<file path="src/cdsc_pkg.sv">
// constants for the sync-control register bank and its serial port
// Contract
// Sync functions are ignored unless master sync enable, bit 0, is high.
// The host keeps master sync low while sync is unused, to save power.
// Pulses reach the divider only while divider sync and master are high.
// With next-sync-only also high, only the first sync pulse realigns.
// In next-sync-only use, divider sync enable clears after the sync.
// After reset, data outputs stay CMOS until the host changes the type.
// A host wanting LVDS must program it, as the device never selects it.
// Data outputs are disabled while the output-disable pin is high.
// The host keeps the serial port idle while full performance is needed.
// Channel dither follows bit 4 of its dither register, off after reset.
// Incoming sync pulses are synchronised to the core clock before use.
`default_nettype none
package cdsc_pkg;
  localparam int ADDR_W = 13;
  localparam int DATA_W = 8;
  localparam int SIG_W = 16;
  localparam logic [ADDR_W-1:0] OFF_CHAN_SEL = 13'h0005;
  localparam logic [ADDR_W-1:0] OFF_OUT_MODE = 13'h0014;
  localparam logic [ADDR_W-1:0] OFF_SIG_HIGH = 13'h0025;
  localparam logic [ADDR_W-1:0] OFF_DITHER = 13'h0030;
  localparam logic [ADDR_W-1:0] OFF_SYNC = 13'h0100;
  localparam int BIT_MASTER = 0;
  localparam int BIT_DIV_EN = 1;
  localparam int BIT_NEXT_ONLY = 2;
  localparam int BIT_DITHER = 4;
  localparam int BIT_LVDS = 6;
  localparam logic [DATA_W-1:0] SYNC_RST = 8'h00;
  localparam logic [DATA_W-1:0] SYNC_MASK = 8'h07;
  localparam logic [DATA_W-1:0] DITHER_RST = 8'h00;
  localparam logic [DATA_W-1:0] DITHER_MASK = 8'h10;
  localparam logic [DATA_W-1:0] OUT_MODE_RST = 8'h00;
  localparam logic [DATA_W-1:0] OUT_MODE_MASK = 8'h40;
  localparam logic [DATA_W-1:0] CHAN_SEL_RST = 8'h03;
  localparam logic [DATA_W-1:0] CHAN_SEL_MASK = 8'h03;
  localparam logic [4:0] INSTR_LAST = 5'h0F;
  localparam logic [4:0] BYTE_LAST = 5'h07;
  localparam int INSTR_RW_POS = 14;
  typedef enum logic [1:0] {SP_IDLE, SP_INSTR, SP_DATA} cdsc_port_state_t;
endpackage
`default_nettype wire

</file>
<file path="src/cdsc_serial_port.sv">
// serial configuration port slave: 16-bit instruction, then data bytes
`default_nettype none
module cdsc_serial_port import cdsc_pkg::*; (
  input wire logic core_clk,
  input wire logic sys_rst,
  input wire logic serialClk,
  input wire logic serialSelectLow,
  input wire logic serialDataIn,
  output logic serialDataOut,
  output logic serialDataOe,
  output logic [ADDR_W-1:0] regAddr,
  output logic [DATA_W-1:0] regWrData,
  output logic regWrite,
  input wire logic [DATA_W-1:0] regRdData
);
  cdsc_port_state_t state;
  logic sclkPrev;
  logic sclkRise;
  logic sclkFall;
  logic [15:0] instrShift;
  logic [DATA_W-1:0] rxShift;
  logic [DATA_W-1:0] txShift;
  logic [4:0] bitCnt;
  logic isRead;
  logic loadPending;

  assign sclkRise = serialClk && !sclkPrev;
  assign sclkFall = !serialClk && sclkPrev;

  always_ff @(posedge core_clk) begin
    if (sys_rst) begin
      sclkPrev <= 1'b0;
    end else begin
      sclkPrev <= serialClk;
    end
  end

  // instruction and data shifting, address walk, write strobe
  always_ff @(posedge core_clk) begin
    if (sys_rst) begin
      state <= SP_IDLE;
      instrShift <= 16'h0000;
      rxShift <= 8'h00;
      bitCnt <= 5'h00;
      isRead <= 1'b0;
      loadPending <= 1'b0;
      regAddr <= '0;
      regWrData <= 8'h00;
      regWrite <= 1'b0;
    end else begin
      regWrite <= 1'b0;
      loadPending <= 1'b0;
      if (regWrite) begin
        regAddr <= regAddr + 13'h0001;
        loadPending <= 1'b1;
      end
      if (serialSelectLow) begin
        state <= SP_IDLE;
        bitCnt <= 5'h00;
      end else begin
        case (state)
          SP_IDLE: begin
            state <= SP_INSTR;
            bitCnt <= 5'h00;
          end
          SP_INSTR: begin
            if (sclkRise) begin
              instrShift <= {instrShift[14:0], serialDataIn};
              bitCnt <= bitCnt + 5'h01;
              if (bitCnt == INSTR_LAST) begin
                state <= SP_DATA;
                bitCnt <= 5'h00;
                isRead <= instrShift[INSTR_RW_POS];
                regAddr <= {instrShift[ADDR_W-2:0], serialDataIn};
                loadPending <= 1'b1;
              end
            end
          end
          SP_DATA: begin
            if (sclkRise) begin
              rxShift <= {rxShift[6:0], serialDataIn};
              bitCnt <= bitCnt + 5'h01;
              if (bitCnt == BYTE_LAST) begin
                bitCnt <= 5'h00;
                if (isRead) begin
                  regAddr <= regAddr + 13'h0001;
                  loadPending <= 1'b1;
                end else begin
                  regWrData <= {rxShift[6:0], serialDataIn};
                  regWrite <= 1'b1;
                end
              end
            end
          end
          default: state <= SP_IDLE;
        endcase
      end
    end
  end

  // read data leaves on falling serial clock edges
  always_ff @(posedge core_clk) begin
    if (sys_rst) begin
      txShift <= 8'h00;
      serialDataOut <= 1'b0;
      serialDataOe <= 1'b0;
    end else begin
      serialDataOe <= !serialSelectLow && state == SP_DATA && isRead;
      if (loadPending) begin
        txShift <= regRdData;
      end else if (sclkFall && state == SP_DATA && isRead) begin
        serialDataOut <= txShift[7];
        txShift <= {txShift[6:0], 1'b0};
      end
    end
  end
endmodule
`default_nettype wire

</file>
<file path="src/cdsc_top.sv">
// sync-control, dither and output-mode register bank of the converter
`default_nettype none
module cdsc_top import cdsc_pkg::*; #(
  parameter int NUM_CH = 2
) (
  input wire logic core_clk,
  input wire logic sys_rst,
  input wire logic serialClk,
  input wire logic serialSelectLow,
  input wire logic serialDataIn,
  output logic serialDataOut,
  output logic serialDataOe,
  input wire logic syncIn,
  output logic dividerSync,
  input wire logic outputDisablePin,
  output logic outputLvdsMode,
  output logic outputDriveEnable,
  input wire logic [NUM_CH*SIG_W-1:0] selftestSignature,
  output logic [NUM_CH-1:0] ditherEnable
);
  logic [ADDR_W-1:0] regAddr;
  logic [DATA_W-1:0] regWrData;
  logic regWrite;
  logic [DATA_W-1:0] regRdData;
  logic [DATA_W-1:0] chanSel;
  logic [DATA_W-1:0] syncCtrl;
  logic [DATA_W-1:0] outMode;
  logic [DATA_W-1:0] ditherReg [NUM_CH];
  logic [$clog2(NUM_CH)-1:0] rdChan;
  logic syncMeta;
  logic syncSafe;
  logic syncPrev;
  logic syncEdge;
  logic syncFire;
  logic syncWrite;
  logic oneShotDone;

  cdsc_serial_port uPort (
    .core_clk(core_clk),
    .sys_rst(sys_rst),
    .serialClk(serialClk),
    .serialSelectLow(serialSelectLow),
    .serialDataIn(serialDataIn),
    .serialDataOut(serialDataOut),
    .serialDataOe(serialDataOe),
    .regAddr(regAddr),
    .regWrData(regWrData),
    .regWrite(regWrite),
    .regRdData(regRdData)
  );

  // lowest selected channel answers local reads
  always_comb begin
    rdChan = '0;
    for (int i = NUM_CH - 1; i >= 0; i--) begin
      if (chanSel[i]) begin
        rdChan = i[$clog2(NUM_CH)-1:0];
      end
    end
  end

  always_comb begin
    case (regAddr)
      OFF_CHAN_SEL: regRdData = chanSel;
      OFF_OUT_MODE: regRdData = outMode;
      OFF_SIG_HIGH: regRdData = selftestSignature[rdChan*SIG_W+8 +: 8];
      OFF_DITHER: regRdData = ditherReg[rdChan];
      OFF_SYNC: regRdData = syncCtrl;
      default: regRdData = 8'h00;
    endcase
  end

  always_ff @(posedge core_clk) begin
    if (sys_rst) begin
      chanSel <= CHAN_SEL_RST;
    end else if (regWrite && regAddr == OFF_CHAN_SEL) begin
      chanSel <= regWrData & CHAN_SEL_MASK;
    end
  end

  // sync pulse synchroniser and edge detect
  always_ff @(posedge core_clk) begin
    if (sys_rst) begin
      syncMeta <= 1'b0;
      syncSafe <= 1'b0;
      syncPrev <= 1'b0;
    end else begin
      syncMeta <= syncIn;
      syncSafe <= syncMeta;
      syncPrev <= syncSafe;
    end
  end

  assign syncEdge = syncSafe && !syncPrev;
  assign syncWrite = regWrite && regAddr == OFF_SYNC;
  assign syncFire = syncEdge && syncCtrl[BIT_MASTER]
    && syncCtrl[BIT_DIV_EN];

  always_ff @(posedge core_clk) begin
    if (sys_rst) begin
      syncCtrl <= SYNC_RST;
    end else if (syncWrite) begin
      syncCtrl <= regWrData & SYNC_MASK;
    end else if (syncFire && syncCtrl[BIT_NEXT_ONLY]) begin
      syncCtrl[BIT_DIV_EN] <= 1'b0;
    end
  end

  always_ff @(posedge core_clk) begin
    if (sys_rst) begin
      dividerSync <= 1'b0;
    end else begin
      dividerSync <= syncFire;
    end
  end

  // output type and output disable
  always_ff @(posedge core_clk) begin
    if (sys_rst) begin
      outMode <= OUT_MODE_RST;
    end else if (regWrite && regAddr == OFF_OUT_MODE) begin
      outMode <= regWrData & OUT_MODE_MASK;
    end
  end

  assign outputLvdsMode = outMode[BIT_LVDS];

  always_ff @(posedge core_clk) begin
    if (sys_rst) begin
      outputDriveEnable <= 1'b0;
    end else begin
      outputDriveEnable <= !outputDisablePin;
    end
  end

  // per-channel dither registers
  for (genvar c = 0; c < NUM_CH; c++) begin : gDither
    always_ff @(posedge core_clk) begin
      if (sys_rst) begin
        ditherReg[c] <= DITHER_RST;
      end else if (regWrite && regAddr == OFF_DITHER && chanSel[c]) begin
        ditherReg[c] <= regWrData & DITHER_MASK;
      end
    end
    assign ditherEnable[c] = ditherReg[c][BIT_DITHER];
  end

  // one-shot spent until sync control is rewritten
  always_ff @(posedge core_clk) begin
    if (sys_rst) begin
      oneShotDone <= 1'b0;
    end else if (syncWrite) begin
      oneShotDone <= 1'b0;
    end else if (syncFire && syncCtrl[BIT_NEXT_ONLY]) begin
      oneShotDone <= 1'b1;
    end
  end

  a_master_gate_sync: assert property (
    @(posedge core_clk) disable iff (sys_rst)
    dividerSync |-> $past(syncCtrl[BIT_MASTER]))
    else $error("divider sync while master enable low");

  a_continuous_sync_pass: assert property (
    @(posedge core_clk) disable iff (sys_rst)
    syncEdge && syncCtrl[BIT_MASTER] && syncCtrl[BIT_DIV_EN] |=> dividerSync)
    else $error("enabled sync pulse not passed to divider");

  a_sync_blocked_off: assert property (
    @(posedge core_clk) disable iff (sys_rst)
    syncEdge && !syncCtrl[BIT_DIV_EN] |=> !dividerSync)
    else $error("sync passed with divider sync disabled");

  a_next_only_clear: assert property (
    @(posedge core_clk) disable iff (sys_rst)
    syncFire && syncCtrl[BIT_NEXT_ONLY] && !syncWrite
      |=> !syncCtrl[BIT_DIV_EN])
    else $error("divider sync enable not cleared after one-shot");

  a_next_only_single: assert property (
    @(posedge core_clk) disable iff (sys_rst)
    oneShotDone |-> !syncFire)
    else $error("second pulse applied in one-shot mode");

  a_lvds_by_write: assert property (
    @(posedge core_clk) disable iff (sys_rst)
    $rose(outputLvdsMode) |-> $past(regWrite)
      && $past(regAddr) == OFF_OUT_MODE)
    else $error("output type changed without host write");

  a_output_disable: assert property (
    @(posedge core_clk) disable iff (sys_rst)
    outputDisablePin |=> !outputDriveEnable)
    else $error("outputs driven while disable pin high");

  a_dither_by_write: assert property (
    @(posedge core_clk) disable iff (sys_rst)
    $changed(ditherEnable) |-> $past(regWrite)
      && $past(regAddr) == OFF_DITHER)
    else $error("dither changed without host write");

  a_sync_two_stage: assert property (
    @(posedge core_clk) disable iff (sys_rst)
    syncEdge |-> $past(syncIn, 2) && !$past(syncIn, 3))
    else $error("sync edge not two stages behind input");

  a_master_off_quiet: assert property (
    @(posedge core_clk) disable iff (sys_rst)
    !syncCtrl[BIT_MASTER] |=> !dividerSync)
    else $error("divider pulse with master sync enable off");

  a_one_shot_keeps: assert property (
    @(posedge core_clk) disable iff (sys_rst)
    syncFire && syncCtrl[BIT_NEXT_ONLY] && !syncWrite
      |=> syncCtrl[BIT_MASTER] && syncCtrl[BIT_NEXT_ONLY])
    else $error("one-shot clear touched other sync bits");

  a_sync_write_wins: assert property (
    @(posedge core_clk) disable iff (sys_rst)
    syncWrite |=> syncCtrl == ($past(regWrData) & SYNC_MASK))
    else $error("host write to sync control lost");

  a_drive_follow: assert property (
    @(posedge core_clk) disable iff (sys_rst)
    !outputDisablePin |=> outputDriveEnable)
    else $error("outputs not enabled with disable pin low");
endmodule
`default_nettype wire

</file>
<file path="config.mk">
export PLATFORM = sky130hd
export DESIGN_NAME = cdsc_top
export DESIGN_NICKNAME = d
export VERILOG_FILES = /design/src/cdsc_pkg.sv /design/src/cdsc_serial_port.sv /design/src/cdsc_top.sv
export SDC_FILE = /design/constraint.sdc
export NUM_CORES = 1
export LEC_CHECK = 0
export BUFFER_PORTS_ARGS = -buffer_cell sky130_fd_sc_hd__buf_2
export CAP_MARGIN = 20
export CORE_ASPECT_RATIO = 0.7
export CORE_MARGIN = 4
export CORE_UTILIZATION = 55
export DETAILED_ROUTE_END_ITERATION = 10
export PLACE_DENSITY = 0.81
export SLEW_MARGIN = 5
export SYNTH_ARGS = -nofsm -noshare
export SYNTH_HDL_FRONTEND = slang
export SYNTH_HIERARCHICAL = 1
export SYNTH_SLANG_ARGS = --single-unit
</file>
<file path="constraint.sdc">
create_clock -name core_clk -period 5.15 [get_ports core_clk]
set_input_delay 1.545 -clock core_clk [delete_from_list [all_inputs] [get_ports core_clk]]
set_output_delay 1.545 -clock core_clk [all_outputs]
set_load 0.02 [all_outputs]
</file>
After elaboration in Yosys (flattened, before gate mapping)
Memories as Yosys holds them, arrays and structs flattened.
Index checks and enable logic that the tools add are counted.
- bitwise logic cells: 8
- equal/unequal tests: 12
- reduce and logical (&&, ||, !) cells: 34
- add/subtract/negate cells: 3
- multiplexer cells: 42
- shift-type cells: 1
- operator list (kind ; number):
    13-bit two-way mux ; 7
    8-bit one-hot mux with 5 select lines ; 1
    32-bit by 7-bit indexed part select with 8-bit output ; 1
    13-bit by 6-bit equality test with 1-bit output (second input constant) ; 2
    13-bit one-hot mux with 2 select lines ; 1
    1-bit two-way mux ; 22
    5-bit two-way mux ; 4
    1-bit logical AND ; 16
    8-bit two-way mux ; 2
    5-bit one-hot mux with 3 select lines ; 1
    13-bit by 1-bit adder with 13-bit output (second input constant) ; 1
    13-bit by 3-bit equality test with 1-bit output (second input constant) ; 1
    13-bit by 5-bit equality test with 1-bit output (second input constant) ; 1
    13-bit by 9-bit equality test with 1-bit output (second input constant) ; 1
    3-bit AND reduction ; 4
    5-bit by 4-bit adder with 6-bit output (second input constant) ; 1
    2-bit by 1-bit != test with 1-bit output (second input constant) ; 3
    1-bit inverter ; 6
    2-bit one-hot mux with 3 select lines ; 1
    5-bit by 1-bit adder with 5-bit output (second input constant) ; 1
    5-bit by 3-bit equality test with 1-bit output (second input constant) ; 1
    5-bit by 4-bit equality test with 1-bit output (second input constant) ; 1
    1-bit logical NOT ; 5
    5-bit AND reduction ; 1
    12 further kinds ; 15
- memories: 1
- logic and storage cells: 123
- input port bits: 39
- register bits: 73
- bits in writable memories: 2
- output and inout bits: 7
- memory list (memory ; depth ; width ; read ports ; clocked after Yosys merged registers in ; wr ports ; RTL line ; source):
    ditherReg ; 2 ; 1 ; 3 ; 0 ; 2 ; cdsc_top.sv:28 ; logic [DATA_W-1:0] ditherReg [NUM_CH];

Logic depth before layout (Yosys ltp)
Gate-level depths: netlist of run 1.
- depth in word-level cells: 7
- gate-level depth with buffers: 9
- mapped depth without buffers: 8

By module
Netlist of run 1, hierarchy kept.
- by module, submodules not included (module ; area each (um^2) ; times used ; cells an instance ; sequential area each (um^2)):
    cdsc_serial_port ; 3205.6 ; 1 ; 397 ; 1281.2
    cdsc_top ; 890.9 ; 1 ; 96 ; 280.3

Worst setup path after synthesis of run 1
Ideal clock, no wire load.
- path kind: input port to flip-flop
- from: in serialSelectLow
- to: reg uPort.regAddr[11]
- library setup time: 123 ps
- required time: 5027 ps
- data arrival time: 2736 ps
- buffers on the path: 1
- setup slack: 2291 ps
- stages: 6
- cell sequence: nand2b_1 -> buf_6 -> a211oi_1 -> a311oi_2 -> a2111oi_2 -> nor2_1
- cells in the longest elaborated chain, start to end: 1
- ends and longest elaborated chain (element ; RTL line ; source):
    start: declaration ; cdsc_top.sv:9 ; input wire logic serialSelectLow,
    13-bit two-way mux ; cdsc_serial_port.sv:57 ; if (serialSelectLow) begin
    end signal: assignment ; cdsc_serial_port.sv:54 ; regAddr <= regAddr + 13'h0001;
    end signal: assignment ; cdsc_serial_port.sv:74 ; regAddr <= {instrShift[ADDR_W-2:0], serialDataIn};
    end signal: assignment ; cdsc_serial_port.sv:86 ; regAddr <= regAddr + 13'h0001;
    end: declaration ; cdsc_serial_port.sv:11 ; output logic [ADDR_W-1:0] regAddr,
Every way passes these cells.
A chain may end at the register's enable or synchronous reset.

Final worst setup path of run 1
Same ends and word-level chain as after synthesis.

==> impl_results.md, run 1 <==
* Worst Setup Slack post-DPL at 1.74 ns
* Fraction of layout instances using a drive strength above 1 at 12.6%
* Slew at the pin with the worst max-slew slack at 1.00 ns
* Drt first pass iters at 5
* Post-route DRC at 0
* I/O Pins at 46
* Multi-input combinational cell area at 2290 sq um
* Clk_skew at 0.0142 ns
* Core Util, Final at 62.5%
* Layout Nets at 541
* WS Path Type: in -> reg
* Vertical extent of the die at 79.0 um
* Total of hold buffers inserted after clock tree synthesis at 0
* Category of the worst setup path capture point: flop
* Number of warnings printed during yosys synthesis at 6
* Net count of the mapped netlist at 527
* Starting Density at 57.6%
* Via count of the first global-routing pass at 3272
* Number of H-tree levels at 3
* Cell count after synthesis at 480
* Post-detailed-placement half-perimeter wirelength at 6.68 mm
* Kind of launch point of the worst setup path: input port
* Post-Synthesis Cell Area at 3960 sq um
* Post-route worst hold slack at 0.446 ns
* Number of buffers inserted during clock tree synthesis at 9
* Shortest clock period the worst path allows after layout at 3.11 ns
* Vias per Instance at 5.96
* Number of resized instances in the post-cts repair step at 0
* Maximum fanout encountered on the critical timing path at 12
* Clock insertion delay at the later pin of the skew report at 0.37 ns
* Diodes inserted at 0
* Pleak at 0.00161 uW
* Period utilisation layout at 60.4%
* Max-slew violation total from the final report at 0
* Arr. time, crit path at 3.35 ns
* Relative slew margins at 33.0%
* Critical Path RT at 5.40 ns
* Final WS setup at 2.04 ns
* Seq. cell area at 1480 sq um
* Largest vdd supply drop at 0.192 mV
* Register clock-pin slew on the reported worst setup and hold paths at 0.10 ns
* Number of buffers on the longest clock path at 2
* Maximum capacitance violations at 0
* Clock tree from TritonCTS: built
* Total number of vias at 3537
* Setup TNS after final layout at 0 ns
* Std-Cell Core Area at 6880 sq um
* Final weighted congestion of routability-driven global placement at 0.933
* Average wire per standard cell at 15.9 um
* Run status: complete, no violations
* Horizontal die dimension at 109 um
* Clock root buffer: clkbuf_8
* Synth Area per Inst at 8.26 sq um
* Path category of the worst min-delay check: reg -> reg
* DIE AREA at 8650 sq um
* Post-DRT Antenna Nets at 0
* Count of input and output buffers at 29
* DRC violation total after the first TritonRoute iteration at 416
* Maximum clock rate at 322 MHz
* Final Non-Filler Cells at 593
* Unrepaired setup endpoints after global routing: false
* Row count at 25
* Overall track demand over capacity in global routing at 23.5%
* Routed wire length at 9.45 mm
* Relative area change from synthesis to final layout at 8.56%
* Pin count of the biggest net entering global routing at 40
* Sinks on Clock Net at 73
* Fin. Hold Viols at 0
* Global route overflow at 0
* Placed insts at 577
* Setup-failing EPs final at 0
* First-pass GRT wire length at 16.1 mm
* Antenna violations before repair at 0
* Power density over the cells at 249 nW/um^2
* # fillers at 626
* Setup Fix Bufs, Post-CTS at 0
==> cell usage in the layout (no fill, tap or decap), types with 3 or more instances in the layout <==
| cell type | count |
|---|---|
| buf_4 | 3 |
| nor3b_1 | 4 |
| nand3_1 | 13 |
| a21oi_1 | 47 |
| mux2i_1 | 29 |
| clkbuf_8 | 9 |
| and3_1 | 3 |
| nand4_1 | 8 |
| dfxtp_1 | 71 |
| xnor2_1 | 4 |
| nor4_4 | 3 |
| nand2_1 | 66 |
| o221ai_1 | 3 |
| nor2b_1 | 12 |
| o21ai_1 | 4 |
| nand2b_1 | 11 |
| o21ai_0 | 8 |
| nor4_1 | 5 |
| xor2_1 | 6 |
| or4_1 | 3 |
| a22oi_1 | 7 |
| a211oi_1 | 4 |
| buf_2 | 29 |
| nand3b_1 | 3 |
| inv_1 | 12 |
| nand4b_1 | 3 |
| nor2_1 | 51 |
| nor3_1 | 10 |
| a31oi_1 | 4 |
| inv_8 | 3 |
| ha_1 | 8 |
==> metal layers <==
layer | track usage, % | vias to the layer above | routed length, um
met2 | 33.3 | 125 | 3980
li1 | - | 1741 | -
met5 | 0 | - | 0
met4 | 4.98 | 0 | 78
met1 | 35.3 | 1661 | 4630
met3 | 6.66 | 10 | 759
==> through the flow <==
stage / cell area (sq um) / power, uW
floorplan: 3960 / 621
global placement: 4110 / 637
detailed placement: 4110 / 639
CTS: 4300 / 1080
global route: 4300 / 1110
finish: 4300 / 1070
==> state kept, by name (all words and copies together) (netlist names), 2 cells and up <==
name and flops:
uPort/txShift 8, uPort/instrShift 15, syncCtrl 3, uPort/rxShift 6, uPort/regAddr 13, chanSel 2, ditherReg 2, uPort/state 2
uPort/bitCnt 5, uPort/regWrData 5
==> final timing paths <==
path                                      from                            to  slack, ns  depth (start not counted)
setup / recovery               serialSelectLow  uPort/regAddr[11]$_SDFF_PP0_       2.04                          6
hold / removal             syncMeta$_SDFF_PP0_           syncSafe$_SDFF_PP0_       0.45                          1
setup reg to reg  uPort/bitCnt[0]$_SDFFE_PP0P_  uPort/regAddr[11]$_SDFF_PP0_       2.42                          8
hold reg to reg            syncMeta$_SDFF_PP0_           syncSafe$_SDFF_PP0_       0.45                          1
==> layout make-up <==
cell class | count | share of cell area [%]
Multi-Input combinational cell | 365 | 53.3
Sequential cell | 73 | 34.4
Timing Repair Buffer | 32 | 3.90
Clock buffer | 9 | 2.88
Tap cell | 94 | 2.73
Clock inverter | 7 | 1.60
Inverter | 13 | 1.13
==> worst max-delay path, cell delays in order <==
cell       delay (ns)
buf_2            0.13
nand2b_1         0.42
a211oi_1         0.66
a311oi_2         0.19
a2111oi_2        0.34
nor2_1           0.06
==> power breakdown <==
group | internal (uW) | leakage [uW] | switching [uW] | total [uW]
clock | 190 | 0.000100 | 253 | 443
sequential | 570 | 0.000592 | 3.19 | 573
combinational | 19.7 | 0.000917 | 33.6 | 53.3
Power figures use the tool's default switching activity.
==> run 2, diff against run 1 <==
CORE_UTILIZATION = 53   (was 55)
clock period = 2.8 ns   (was 5.15 ns; I/O delays follow)
==> run 2 against run 1 <==
Compared with the run above:
- clock skew decreased by 0.0072 ns
- power increased by 79%
- via count increased by 1.9%
- global-route usage decreased by 1.8 points
- critical endpoint unchanged
- sequential share of layout area decreased by 0.55 points
- highest routed layer unchanged
- clock power increased by 71%
- first-iteration DRC count decreased by 12%
- register-to-register slack got worse by 2.2 ns
- routed wire length increased by 0.57%
- flip-flop and latch count unchanged
- worst setup slack got worse by 1.8 ns
==> impl_results.md, run 2 (synthesized netlist as in run 1, its figures left out) <==
* Run status: complete, no violations
* # fillers at 644 (+2.9%)
* Overall track demand over capacity in global routing at 21.7% (-1.8 points)
* Leading cell type in the layout, fill and taps excluded: dfxtp_1
* Register clock-pin slew on the reported worst setup and hold paths at 0.08 ns (-0.02 ns)
* Crit Reg-Reg Endpoint: uPort/regAddr[11]$_SDFF_PP0_
* Launch instance of the worst register-to-register path: uPort/bitCnt[0]$_SDFFE_PP0P_
* I/O Pins at 46 (unchanged)
* Maximum fanout encountered on the critical timing path at 5 (-7)
* Setup Fix Bufs, Post-CTS at 0 (unchanged)
* Worst Setup Slack post-DPL at 0.302 ns (-1.44 ns)
* Clock root buffer: clkbuf_8
* Fin. Hold Viols at 0 (unchanged)
* CP top delay family: compound AO/OA/AOI/OAI gates
* Number of buffers on the longest clock path at 2 (unchanged)
* Pin count of the biggest net entering global routing at 35 (-13%)
* Pleak at 0.00164 uW (+2.1%)
* Antenna violations before repair at 0 (unchanged)
* Post-DRT Antenna Nets at 0 (unchanged)
* Starting Density at 54.4% (-3.2 points)
* Clk_skew at 0.00700 ns (-0.00721 ns)
* DRC violation total after the first TritonRoute iteration at 366 (-12%)
* Vias per Instance at 5.96 (about the same)
* Length in cells of the worst reg-to-reg path at 8 (unchanged)
* Diodes inserted at 0 (unchanged)
* Relative area change from synthesis to final layout at 10.3%
* Drt first pass iters at 5 (unchanged)
* Setup-failing EPs final at 0 (unchanged)
* Maximum clock rate at 395 MHz
* Routed wire length at 9.51 mm (+0.57%)
* Category of the worst setup path capture point: flop
* Power density over the cells at 438 nW/um^2 (+76%)
* Leading registers by flop count: uPort/instrShift: 15 flops, uPort/regAddr: 13 flops, uPort/txShift: 8 flops
* Total number of vias at 3605 (+1.9%)
* DIE AREA at 8950 sq um (+3.4%)
* Unrepaired setup endpoints after global routing: false
* Critical hold path startpoint: syncMeta$_SDFF_PP0_
* WS Path Type: reg -> reg
* Fraction of layout instances using a drive strength above 1 at 14.0% (+1.4 points)
* Horizontal die dimension at 111 um (+1.7%)
* Post-detailed-placement half-perimeter wirelength at 6.78 mm (+1.4%)
* Number of stages on the worst hold path at 1 (unchanged)
* Clock tree from TritonCTS: built
* Average wire per standard cell at 15.7 um (-1.4%)
* Most used cells in the layout excluding fill and tap cells: dfxtp_1 (71), nand2_1 (66), nor2_1 (51), a21oi_1 (47)
* Count of input and output buffers at 29 (unchanged)
* Sinks on Clock Net at 73 (unchanged)
* First-pass GRT wire length at 15.7 mm (-2.7%)
* Number of H-tree levels at 3 (unchanged)
* Max-slew violation total from the final report at 0 (unchanged)
* Seq. cell area at 1480 sq um (unchanged)
* Setup TNS after final layout at 0 ns (unchanged)
* Layout Nets at 549 (+1.5%)
* Register name with the most flops: uPort/instrShift
* Number of buffer and inverter stages on the critical path at 0 (-1)
* Largest incremental delay on the critical path at 0.55 ns (-0.11 ns)
* Row count at 26 (+4.0%)
* Period utilisation layout at 90.5%
* Slew at the pin with the worst max-slew slack at 0.921 ns (-0.0788 ns)
* Std-Cell Core Area at 7290 sq um (+5.9%)
* Kind of launch point of the worst setup path: flop
* Global route overflow at 0 (unchanged)
* Post-route worst hold slack at 0.444 ns (-0.00136 ns)
* Final weighted congestion of routability-driven global placement at 0.921 (-1.3%)
* Final WS setup at 0.267 ns (-1.77 ns)
* Clock insertion delay at the later pin of the skew report at 0.35 ns (-0.02 ns)
* Number of buffers inserted during clock tree synthesis at 9 (unchanged)
* Shortest clock period the worst path allows after layout at 2.53 ns
* Vertical extent of the die at 80.3 um (+1.7%)
* Cell Chain, Critical Path: ha_1 > and3_1 > ha_1 > nand3b_1 > a211oi_1 > a311oi_2 > a2111oi_2 > nor2_1
* Standard cell with the maximum stage delay on the critical path: a211oi_1
* Via count of the first global-routing pass at 3223 (-1.5%)
* Terminating pin of the worst hold path: syncSafe$_SDFF_PP0_
* Worst path most repeated cell: ha_1
* Largest vdd supply drop at 0.282 mV (+47%)
* Post-route DRC at 0 (unchanged)
* Number of flip-flops under the largest register name at 15 (unchanged)
* Path category of the worst min-delay check: reg -> reg
* Maximum capacitance violations at 0 (unchanged)
* Critical Path RT at 3.04 ns (-2.36 ns)
* Arr. time, crit path at 2.77 ns (-0.58 ns)
* Relative slew margins at 38.5% (+5.5 points)
* Multi-input combinational cell area at 2300 sq um (+0.22%)
* Setup slack, reg-to-reg at 0.27 ns (-2.15 ns)
run 2: changes by cell type in the layout (fill, tap and decap cells not counted), sizes merged:
cell | before | now
buf | 32 | 40
inv | 18 | 15
clkbuf | 9 | 11
clkinvlp | 0 | 1
run 2: worst register-to-register path: stages (launching register included):
cell and delay [ns]:
dfxtp_1 0.38, ha_1 0.25, and3_1 0.21, ha_1 0.25, nand3b_1 0.23, a211oi_1 0.55, a311oi_2 0.16, a2111oi_2 0.34
nor2_1 0.06
run 2: worst max-delay path by stage:
stage,from,to,slack [ns],cells past startpoint
final,uPort/bitCnt[0]$_SDFFE_PP0P_,uPort/regAddr[11]$_SDFF_PP0_,0.27,8
after global routing,uPort/bitCnt[0]$_SDFFE_PP0P_,uPort/regAddr[4]$_SDFF_PP0_,0.006,8
after CTS,uPort/bitCnt[0]$_SDFFE_PP0P_,uPort/regAddr[11]$_SDFF_PP0_,0.28,8
after detailed placement,uPort/bitCnt[0]$_SDFFE_PP0P_,uPort/regAddr[11]$_SDFF_PP0_,0.30,8
after global placement,uPort/bitCnt[0]$_SDFFE_PP0P_,uPort/regAddr[11]$_SDFF_PP0_,0.35,10
after floorplan,serialSelectLow,uPort/regAddr[11]$_SDFF_PP0_,0.65,6
run 2: stage by stage:
| stage | util [%] | area [sq um] | power [uW] | cells |
|---|---|---|---|---|
| 2_1_floorplan | - | 3960 | 1140 | 480 |
| 3_3_place_gp | 57.5 | 4190 | 1180 | 589 |
| 3_5_place_dp | 57.5 | 4190 | 1180 | 589 |
| 4_1_cts | 59.9 | 4370 | 1930 | 605 |
| 5_1_grt | 60.0 | 4370 | 1990 | 605 |
| 6_report | 60.0 | 4370 | 1910 | 605 |
run 2: what timing repair did:
item | CTS | global route
hold buffers | 0 | 0
setup endpoints to repair | 0 | 1
endpoints found under the hold margin | 0 | 0
gates resized for setup | 0 | 1
run 2: where the power goes:
| part | leakage (uW) | total [uW] | internal [uW] | switching [uW] |
|---|---|---|---|---|
| sequential | 0.000592 | 1050 | 1050 | 5.81 |
| combinational | 0.000960 | 102 | 39.1 | 62.9 |
| clock | 0.0000903 | 758 | 352 | 406 |
| total | 0.00164 | 1910 | 1440 | 475 |
run 2: area by class of cell:
| type | count | area share (%) |
|---|---|---|
| inverter | 13 | 1.12 |
| timing repair buffer | 40 | 5.50 |
| tap | 98 | 2.80 |
| multi-input combinational | 365 | 52.6 |
| sequential | 73 | 33.9 |
| clock inverter | 5 | 0.887 |
| clock buffer | 11 | 3.23 |
run 2: routing by layer:
metal	share of wire (%)	track usage [%]	routed length (um)	up-vias
li1	-	-	-	1755
met1	46	29.9	4390	1681
met2	43	32.3	4090	144
met3	8.9	7.23	850	25
met4	1.9	6.68	180	0
met5	0	0	0	-
==> run 3, diff against run 2 <==
--- a/config.mk
+++ b/config.mk
@@ -9,5 +9,7 @@
 export CAP_MARGIN = 20
+export CELL_PAD_IN_SITES_DETAIL_PLACEMENT = 2
+export CELL_PAD_IN_SITES_GLOBAL_PLACEMENT = 2
 export CORE_ASPECT_RATIO = 0.7
 export CORE_MARGIN = 4
-export CORE_UTILIZATION = 53
+export CORE_UTILIZATION = 32
 export DETAILED_ROUTE_END_ITERATION = 10
--- a/constraint.sdc
+++ b/constraint.sdc
@@ -3,2 +3,2 @@
 set_output_delay 0.84 -clock core_clk [all_outputs]
-set_load 0.02 [all_outputs]
+set_load 0.1 [all_outputs]
==> run 3 against run 2 <==
Compared with the run above:
- final cell count is 10% higher
- count of clock-buffer cells in the layout unchanged
- highest routed layer unchanged
- die area up 59%
- critical endpoint is now uPort/regAddr[4]$_SDFF_PP0_
==> impl_results.md, run 3 (synthesized netlist as in run 1, its figures left out) <==
* Register name with the most flops: uPort/instrShift
* Starting Density at 33.3% (-21 points)
* Post-detailed-placement half-perimeter wirelength at 9.30 mm (+37%)
* Seq. cell area at 1480 sq um (unchanged)
* Routed wire length at 13.3 mm (+39%)
* Placed insts at 648 (+10%)
* Diodes inserted at 0 (unchanged)
* Largest vdd supply drop at 0.287 mV (+1.7%)
* Horizontal die dimension at 141 um (+27%)
* Number of buffers on the longest clock path at 2 (unchanged)
* Antenna violations before repair at 0 (unchanged)
* Setup slack, reg-to-reg at 0.18 ns (-0.09 ns)
* Internal power summed over all cells at 1810 uW (+26%)
* Maximum clock rate at 381 MHz (-3.5%)
* Routed metal-1 wire length at 6.33 mm (+44%)
* DRC violation total after the first TritonRoute iteration at 258 (-30%)
* Maximum capacitance violations at 0 (unchanged)
* Largest incremental delay on the critical path at 0.41 ns (-0.14 ns)
* Maximum fanout encountered on the critical timing path at 6 (+1)
* Length in cells of the worst reg-to-reg path at 8 (unchanged)
* DIE AREA at 14300 sq um (+59%)
* Setup Fix Bufs, Post-CTS at 0 (unchanged)
* Row count at 33 (+27%)
* Via count of the first global-routing pass at 3942 (+22%)
* Leading cell type in the layout, fill and taps excluded: dfxtp_1
* Vias per Instance at 5.55 (-6.9%)
* Clk_skew at 0.00756 ns (+0.000556 ns)
* Final Non-Filler Cells at 667 (+10%)
* Fraction of layout instances using a drive strength above 1 at 14.3% (+0.31 points)
* Number of resized instances in the post-cts repair step at 0 (unchanged)
* Switching power summed over all nets at 564 uW (+19%)
* Clock root buffer: clkbuf_16
* Detailed-routed wire length on met2 at 6.11 mm (+49%)
* Arr. time, crit path at 2.84 ns (+0.07 ns)
* Multi-input combinational cell area at 2290 sq um (-0.22%)
* Final WS setup at 0.176 ns (-0.0909 ns)
* Shortest clock period the worst path allows after layout at 2.62 ns (+0.0909 ns)
* CP top delay family: compound AO/OA/AOI/OAI gates
* Vertical extent of the die at 101 um (+26%)
* Number of H-tree levels at 3 (unchanged)
* I/O Pins at 46 (unchanged)
* Pleak at 0.00172 uW (+4.4%)
* Path category of the worst min-delay check: reg -> reg
* Layout Nets at 552 (+0.55%)
* Combinational Power Share at 5.2% (about the same)
* Count of input and output buffers at 29 (unchanged)
* Launch instance of the worst register-to-register path: uPort/bitCnt[0]$_SDFFE_PP0P_
* Kind of launch point of the worst setup path: flop
* Worst path most repeated cell: ha_1
* Slew at the pin with the worst max-slew slack at 0.967 ns (+0.0456 ns)
* Final weighted congestion of routability-driven global placement at 0.877 (-4.8%)
* Number of flip-flops under the largest register name at 15 (unchanged)
* Crit Reg-Reg Endpoint: uPort/regAddr[4]$_SDFF_PP0_
* Total number of vias at 3699 (+2.6%)
* Most used cells in the layout excluding fill and tap cells: dfxtp_1 (71), nand2_1 (66), nor2_1 (51), a21oi_1 (47)
* Number of buffer and inverter stages on the critical path at 0 (unchanged)
* Total of hold buffers inserted after clock tree synthesis at 0 (unchanged)
* Clock insertion delay at the later pin of the skew report at 0.34 ns (about the same)
* Register clock-pin slew on the reported worst setup and hold paths at 0.06 ns (-0.02 ns)
* Clock network fraction of design power at 50.4% (+11 points)
* # fillers at 1349 (+110%)
* Worst Setup Slack post-DPL at 0.184 ns (-0.118 ns)
* Run status: complete, no violations
* Power density over the cells at 516 nW/um^2 (+18%)
* Global route overflow at 0 (unchanged)
* Post-route DRC at 0 (unchanged)
* Cell depth of the worst setup path at 8 (unchanged)
* Sinks on Clock Net at 73 (unchanged)
* Standard cell with the maximum stage delay on the critical path: dfxtp_1
* Critical hold path startpoint: uPort/rxShift[2]$_SDFFE_PP0P_
* Average wire per standard cell at 19.9 um (+26%)
* Relative area change from synthesis to final layout at 16.1%
* Period utilisation layout at 93.7% (+3.2 points)
* Fin. Hold Viols at 0 (unchanged)
* Post-DRT Antenna Nets at 0 (unchanged)
* Setup-failing EPs final at 0 (unchanged)
* Std-Cell Core Area at 11900 sq um (+63%)
* Number of stages on the worst hold path at 2 (+1)
* Critical Path RT at 3.01 ns (-0.03 ns)
* Pin count of the biggest net entering global routing at 40 (+14%)
* Placed instance area at 4270 sq um (+2.1%)
* Post-route cell area at 4600 sq um (+5.2%)
* Terminating pin of the worst hold path: uPort/rxShift[2]$_SDFFE_PP0P_
* Overall track demand over capacity in global routing at 19.0% (-2.8 points)
* Relative slew margins at 35.5% (-3.0 points)
* Drt first pass iters at 4 (-1)
* WS Path Type: reg -> reg
* Highest metal layer used by the detailed router: met4
* Switching part of the total at 23.7% (-1.1 points)
* First-pass GRT wire length at 21.2 mm (+35%)
* Number of buffers inserted during clock tree synthesis at 9 (unchanged)
* Cell Chain, Critical Path: ha_1 > and3_1 > ha_1 > nand3b_1 > a221oi_2 > a31oi_1 > o31ai_1 > o32ai_1
* Sequential group share of total power at 44.5% (-11 points)
* DR WL met3 at 618 um (-27%)
* Category of the worst setup path capture point: flop
* Clock tree from TritonCTS: built
* Max-slew violation total from the final report at 0 (unchanged)
* Leading registers by flop count: uPort/instrShift: 15 flops, uPort/regAddr: 13 flops, uPort/txShift: 8 flops
run 3: worst max path at each step:
stage / slack, ns / start / end
after floorplan: 0.65 / serialSelectLow / uPort/regAddr[11]$_SDFF_PP0_
after global placement: 0.32 / uPort/bitCnt[0]$_SDFFE_PP0P_ / uPort/regAddr[4]$_SDFF_PP0_
after detailed placement: 0.18 / uPort/bitCnt[0]$_SDFFE_PP0P_ / uPort/regAddr[4]$_SDFF_PP0_
after CTS: 0.15 / uPort/bitCnt[0]$_SDFFE_PP0P_ / uPort/regAddr[4]$_SDFF_PP0_
after global routing: -0.01 / uPort/bitCnt[0]$_SDFFE_PP0P_ / uPort/regAddr[4]$_SDFF_PP0_
final: 0.18 / uPort/bitCnt[0]$_SDFFE_PP0P_ / uPort/regAddr[4]$_SDFF_PP0_
run 3: worst register-to-register path, cell delays in order (launching register included):
cell,delay (ns)
dfxtp_1,0.41
ha_1,0.27
and3_1,0.21
ha_1,0.25
nand3b_1,0.27
a221oi_2,0.41
a31oi_1,0.27
o31ai_1,0.28
o32ai_1,0.12
run 3: per-layer routing:
layer | track usage [%] | vias up
met5 | 0 | -
met4 | 5.06 | 0
met3 | 5.26 | 16
met2 | 29.9 | 72
met1 | 25.7 | 1849
li1 | - | 1762
run 3: cell type report:
type,count,area share [%]
well taps,157,4.27
repair buffers,43,5.98
flip-flops and latches,73,32.2
clock buffers,11,5.28
inverters,13,1.06
multi-input cells,365,49.9
clock inverters,5,1.33
run 3: power by group through the flow:
stage               clock network, uW  registers (uW)  logic, uW
floorplan                           0            1080       74.0
global placement                    0            1080        117
detailed placement                  0            1080        121
CTS                              1220            1060        122
global route                     1280            1060        133
finish                           1200            1060        123
run 3: metrics by stage:
step	hold WS [ns]	setup TNS (ns)	total power, uW	utilization (%)
floorplan	0.414	0	1160	-
global placement	0.420	0	1200	35.9
detailed placement	0.437	0	1200	35.9
CTS	0.467	0	2400	38.5
global route	0.484	-0.0250	2470	38.7
finish	0.461	0	2370	38.7
